`src/rtl/pss_defines.svh`:
```
// Constants for the parallel-to-serial shift register
`ifndef PSS_DEFINES_SVH
`define PSS_DEFINES_SVH

// Number of storage stages in the chain
`define PSS_STAGES     8
// Flip-flops in each pin synchroniser
`define PSS_SYNC_DEPTH 2
// Synchroniser reset levels: strobe idle high, clocks high, data low
`define PSS_RST_LOAD_N 1'h1
`define PSS_RST_CLOCK  1'h1
`define PSS_RST_DATA   1'h0

`endif

```
`src/rtl/pss_pkg.sv`:
```
// Types shared by the shift register design files
`default_nettype none
`include "pss_defines.svh"

package pss_pkg;
  // Contents of the whole shift chain, stage 0 in bit 0
  typedef logic [`PSS_STAGES-1:0] pss_chain_t;
endpackage

`default_nettype wire

```
`src/rtl/pss_sync.sv`:
```
// Two-flop level synchroniser for asynchronous pin inputs
`default_nettype none
`include "pss_defines.svh"

module pss_sync
  import pss_pkg::*;
#(
  parameter int          WIDTH     = 1,
  parameter logic [WIDTH-1:0] RST_VAL = '0
) (
  input  wire logic             core_clk,
  input  wire logic             rst,
  input  wire logic [WIDTH-1:0] async_in,
  output var  logic [WIDTH-1:0] sync_out
);

  logic [WIDTH-1:0] meta_ff;

  // First stage is read only by the second stage
  always_ff @(posedge core_clk)
  begin
    if (rst)
    begin
      meta_ff  <= RST_VAL;
      sync_out <= RST_VAL;
    end
    else
    begin
      meta_ff  <= async_in;
      sync_out <= meta_ff;
    end
  end

endmodule

`default_nettype wire

```
`src/rtl/pss_shift.sv`:
```
// Eight-stage parallel-load, serial-shift register with OR-ed clock inputs
//
// Summary of operation
// - Eight stages 0..7 form one shift chain; stage 7 is last.
// - Load strobe low copies every parallel input into its stage, overriding shifts.
// - Stages follow parallel inputs while strobe low; last value kept on release.
// - Strobe high, combined clock rising: stage 0 takes serial input, others move up.
// - Combined clock is OR of both inputs; either held high blocks shifting.
// - Both clock inputs behave identically and may swap roles.
// - Inhibit rising while other clock low shifts like a clock edge.
// - Last stage drives a true and a complemented serial output.
// - Serial input captured only at the combined clock's rising edge.
`default_nettype none
`include "pss_defines.svh"

module pss_shift
  import pss_pkg::*;
#(
  parameter int STAGES = `PSS_STAGES
) (
  input  wire logic              core_clk,
  input  wire logic              rst,
  input  wire logic              load_strobe_n,
  input  wire logic              serial_in,
  input  wire logic              clock_in_a,
  input  wire logic              clock_in_b,
  input  wire logic [STAGES-1:0] parallel_in,
  output var  logic              serial_out,
  output var  logic              serial_out_n,
  output var  logic [STAGES-2:0] stage_value
);

  localparam int SW = STAGES + 4;
  localparam int CW = $clog2(STAGES + 1);

  logic [SW-1:0]     pin_raw;
  logic [SW-1:0]     pin_sync;
  logic [STAGES-1:0] par_s;
  logic              load_n_s;
  logic              ser_s;
  logic              clk_a_s;
  logic              clk_b_s;
  logic              clk_or;
  logic              clk_or_prev_ff;
  logic              clk_edge;
  logic [STAGES-1:0] stage_ff;
  logic [STAGES-1:0] nxt_stage;
  logic [CW-1:0]     fill_cnt_ff;
  logic              chain_known;

  // All pins are asynchronous to core_clk, so each passes two flops
  assign pin_raw = {load_strobe_n, serial_in, clock_in_a, clock_in_b, parallel_in};

  pss_sync #(
    .WIDTH   (SW),
    .RST_VAL ({`PSS_RST_LOAD_N, `PSS_RST_DATA, `PSS_RST_CLOCK, `PSS_RST_CLOCK,
               {STAGES{`PSS_RST_DATA}}})
  ) u_sync (
    .core_clk (core_clk),
    .rst      (rst),
    .async_in (pin_raw),
    .sync_out (pin_sync)
  );

  assign par_s    = pin_sync[STAGES-1:0];
  assign clk_b_s  = pin_sync[STAGES];
  assign clk_a_s  = pin_sync[STAGES+1];
  assign ser_s    = pin_sync[STAGES+2];
  assign load_n_s = pin_sync[STAGES+3];

  // Both inputs enter one OR, so neither is special
  assign clk_or   = clk_a_s | clk_b_s;
  // Rising OR edge; an inhibit rising while the other is low also counts
  assign clk_edge = clk_or & ~clk_or_prev_ff;

  // Previous OR level; reset high so a clock already high at release is no edge
  always_ff @(posedge core_clk)
  begin
    if (rst)
      clk_or_prev_ff <= `PSS_RST_CLOCK;
    else
      clk_or_prev_ff <= clk_or;
  end

  // Next chain value: load wins, else shift on edge, else hold
  always_comb
  begin
    nxt_stage = stage_ff;
    if (!load_n_s)
      nxt_stage = par_s;
    else if (clk_edge)
      nxt_stage = {stage_ff[STAGES-2:0], ser_s};
  end

  // Chain storage carries no reset on purpose, like the discrete part
  always_ff @(posedge core_clk)
  begin
    stage_ff <= nxt_stage;
  end

  // Outputs registered from the same next value, so they track stage_ff
  always_ff @(posedge core_clk)
  begin
    serial_out   <= nxt_stage[STAGES-1];
    serial_out_n <= ~nxt_stage[STAGES-1];
    stage_value  <= nxt_stage[STAGES-2:0];
  end

  // Check-only fill tracker: stages are unknown until a load or a full fill,
  // so value checks wait for it; a mid-run reset makes it cautious again
  always_ff @(posedge core_clk)
  begin
    if (rst)
      fill_cnt_ff <= '0;
    else if (!load_n_s)
      fill_cnt_ff <= CW'(STAGES);
    else if (clk_edge && !chain_known)
      fill_cnt_ff <= fill_cnt_ff + CW'(1);
  end

  // Whole chain holds defined values
  assign chain_known = (fill_cnt_ff == CW'(STAGES));

  // One check per link of the chain, so a broken stage is named
  for (genvar gi = 1; gi < STAGES; gi++)
  begin : g_link

  end
endmodule

`default_nettype wire

```
`config.mk`:
```
export PLATFORM = sky130hd
export DESIGN_NAME = pss_shift
export DESIGN_NICKNAME = d
export VERILOG_FILES = /design/src/rtl/pss_pkg.sv /design/src/rtl/pss_sync.sv /design/src/rtl/pss_shift.sv
export VERILOG_INCLUDE_DIRS = /design/src /design/src/rtl
export SDC_FILE = /design/constraint.sdc
export NUM_CORES = 1
export LEC_CHECK = 0
export BUFFER_PORTS_ARGS = -buffer_cell sky130_fd_sc_hd__buf_4
export CAP_MARGIN = 40
export CORE_UTILIZATION = 46
export DETAILED_ROUTE_END_ITERATION = 7
export PLACE_DENSITY_LB_ADDON = 0.1
export SYNTH_ARGS = -nofsm -noshare
export SYNTH_HDL_FRONTEND = slang
export SYNTH_SLANG_ARGS = --single-unit
```
`constraint.sdc`:
```
create_clock -name core_clk -period 1.1 [get_ports core_clk]
set_clock_uncertainty 0.05 [all_clocks]
set_input_delay 0.33 -clock core_clk [delete_from_list [all_inputs] [get_ports core_clk]]
set_output_delay 0.33 -clock core_clk [all_outputs]
set_load 0.01 [all_outputs]
```
==> out/metrics.yaml <==
yosys:
  yosysWarnings: 0
  synth_area_per_cell_um2: 14.0
  ys_types: 15
  synth_nets: 90
  ys_seq_area_share_pct: 71.5
  syn_inst: 76
  ys_seq_elements: 34
  syn-cell-area_mm2: 0.00106
setup_path:
  cp_slowest_cell: "edfxtp_1"
  reg2reg_from: "u_sync.sync_out[9]$_SDFF_PP1_"
  required_ns: 0.72
  critPathBufInv: 1
  worstSetupStartpoint: "stage_value[5]$_DFFE_PP_"
  path_cells: "buf_6"
  crit_path_start_kind: "register"
  r2r_setup_slack_ns: -0.02
  cpLargestDelayFamily: "flip-flops"
  worstPathMaxFanout: 2
  worstSetupEndpointType: "primary output"
  crit_arrival_ns: 0.88
  critPathKind: "register to primary output"
  cpPeakStageDelay_ns: 0.41
grt:
  overflow: 0
  antenna_found_initial: 0
  grt_pass1_wl_um: 2380
  grt_pass1_vias: 565
  grt_use_total_pct: 14.1
  grt_max_degree: 20
detailed_routing:
  drc: 0
  avgViaCountPerCell: 4.47
  postRouteAntennaNets: 0
  drtIter0Drc: 15
  wl_per_cell_um: 10.3
  via_count: 644
  drtPass1Iterations: 4
  drt-total-wl_um: 1490
cts:
  cts_sinks: 34
  cts.root.buffer_cell: "clkbuf_4"
  clk_latency_ns: 0.33
  cts-buffers-inserted: 5
  cts_hold_buf: 0
  cts.path.max_buffers: 2
  h-tree-depth: 2
  cts_tree: "built"
  clk_pin_slew_ns: 0.10
floorplan:
  core-area_mm2: 0.00219
  die-area_mm2: 0.00251
  io_pins: 23
  die_y_um: 50.1
  rows: 17
  initial_core_util_pct: 48.5
  die_w_um: 50.1
power_and_ir_drop:
  cellLeakagePower_nw: 0.615
  p_int_mw: 1.67
  swShare_pct: 20.3
  pwr-share-comb_pct: 6.3
  peakVddDrop_mv: 0.868
  finalPower_mw: 2.09
  clkPwrFrac_pct: 29.4
  p_sw_mw: 0.426
  p_seq_share_pct: 64.2
  power.density_mw_per_mm2: 1450
sta:
  fin_crit_sh_pct: 115
  tightest_slew_ns: 0.185
  hold_violations: 0
  hold_ws_ns: 0.140
  tns_ns: -1.33
  report.final.slew_viol_count: 0
  min_period_ns: 1.26
  grt_setup_unrepaired: "yes"
  worst_slack_ns: -0.160
  setup_viol: 14
  fmax_ghz: 0.794
  slew_headroom_pct: 87.6
run:
  cap_violations: 0
run_status:
  status: "finished, violations left"
  violations: "setup timing"
cells_and_area:
  areaGrowthSynthToFinish_pct: 35.9
  nNetsFinal: 129
  regArea_um2: 766
  antenna_cells: 0
  drive_gt1_share_pct: 52.6
  multi_input_area_um2: 300
  nFillCells: 180
worst_hold_path:
  worstHoldPathType: "primary input to register"
  hp-start: "clock_in_b"
place:
  gp_congestion: 0.710
  io_buffers: 22
  place_hpwl_um: 905
==> synth_stat cells <==
library cell | number | area share (%)
a31oi_1 | 1 | 0.59
buf_2 | 1 | 0.47
and2b_1 | 1 | 0.71
dfxtp_1 | 26 | 49
nor2_4 | 1 | 1.1
clkbuf_1 | 1 | 0.35
a22o_2 | 7 | 6.6
edfxtp_1 | 8 | 23
or3_1 | 1 | 0.59
nand2_1 | 3 | 1.1
or2_2 | 6 | 3.5
o2bb2ai_2 | 1 | 1.4
o21bai_4 | 1 | 1.8
inv_2 | 1 | 0.35
nor2b_1 | 17 | 10
==> repair_timing <==
item | CTS | global route
resized for setup | 2 | 14
setup endpoints to repair | 19 | 23
pin swaps | 1 | 0
buffers inserted | 8 | 2
==> cells by family after synthesis <==
kind of cell    Yosys count  share of synthesized area (%)
compound gates           10                           10.4
flops                    34                           71.5
simple gates             29                           16.9
buf+inv                   3                           1.18
==> state kept, by name (all words and copies together), names as in the netlist, named ones only <==
| name | flops |
|---|---|
| stage_value | 6 |
| serial_out_n | 1 |
| clk_or_prev_ff | 1 |
| u_sync.sync_out | 12 |
| u_sync.meta_ff | 12 |
| stage_ff | 1 |
==> cells in the final DEF (no fill, tap or decap), drive strengths merged <==
cell     count
inv          1
nor2         1
clkbuf       8
o2bb2ai      1
or2          6
nor2b       17
a22o         7
a31oi        1
o21bai       1
or3          1
and2b        1
edfxtp       8
dfxtp       26
buf         34
nand2        3
==> through the flow <==
stage               util [%]  setup WS [ns]  area (um^2)  instances
finish                  66.0         -0.160         1450        144
global route            66.0         -0.221         1450        144
CTS                     63.5         -0.183         1390        143
detailed placement      58.3        0.00244         1280        127
global placement        58.3         0.0385         1280        127
floorplan                  -         0.0216         1060         76
==> layout make-up <==
cell class                 count  area share, %
multi-input combinational     39           20.8
clock buffer                   8           3.38
inverter                       1          0.433
timing repair buffer          34           20.0
sequential                    34           53.0
tap                           28           2.42
==> power groups by stage <==
stage | combinational [mW] | sequential, mW | clock, mW
after floorplan | 0.0506 | 1.37 | 0
after global placement | 0.113 | 1.37 | 0
after detailed placement | 0.115 | 1.37 | 0
after CTS | 0.127 | 1.34 | 0.644
after global routing | 0.147 | 1.35 | 0.691
final | 0.133 | 1.34 | 0.617
==> layer usage <==
metal | vias up | routed length (um) | GRT usage, %
met5 | - | 0 | 0
met4 | 0 | 54 | 11.4
met3 | 6 | 109 | 8.33
met2 | 26 | 668 | 18.7
met1 | 277 | 653 | 15.9
li1 | 335 | - | -
==> path summary, 6_finish.rpt <==
path                                   end  depth (start not counted)
max                         stage_value[5]                          1
min           u_sync.meta_ff[8]$_SDFF_PP1_                          2
max reg2reg       stage_value[4]$_DFFE_PP_                          3
min reg2reg  u_sync.sync_out[8]$_SDFF_PP1_                          1
(Power assumes the default switching activity.)
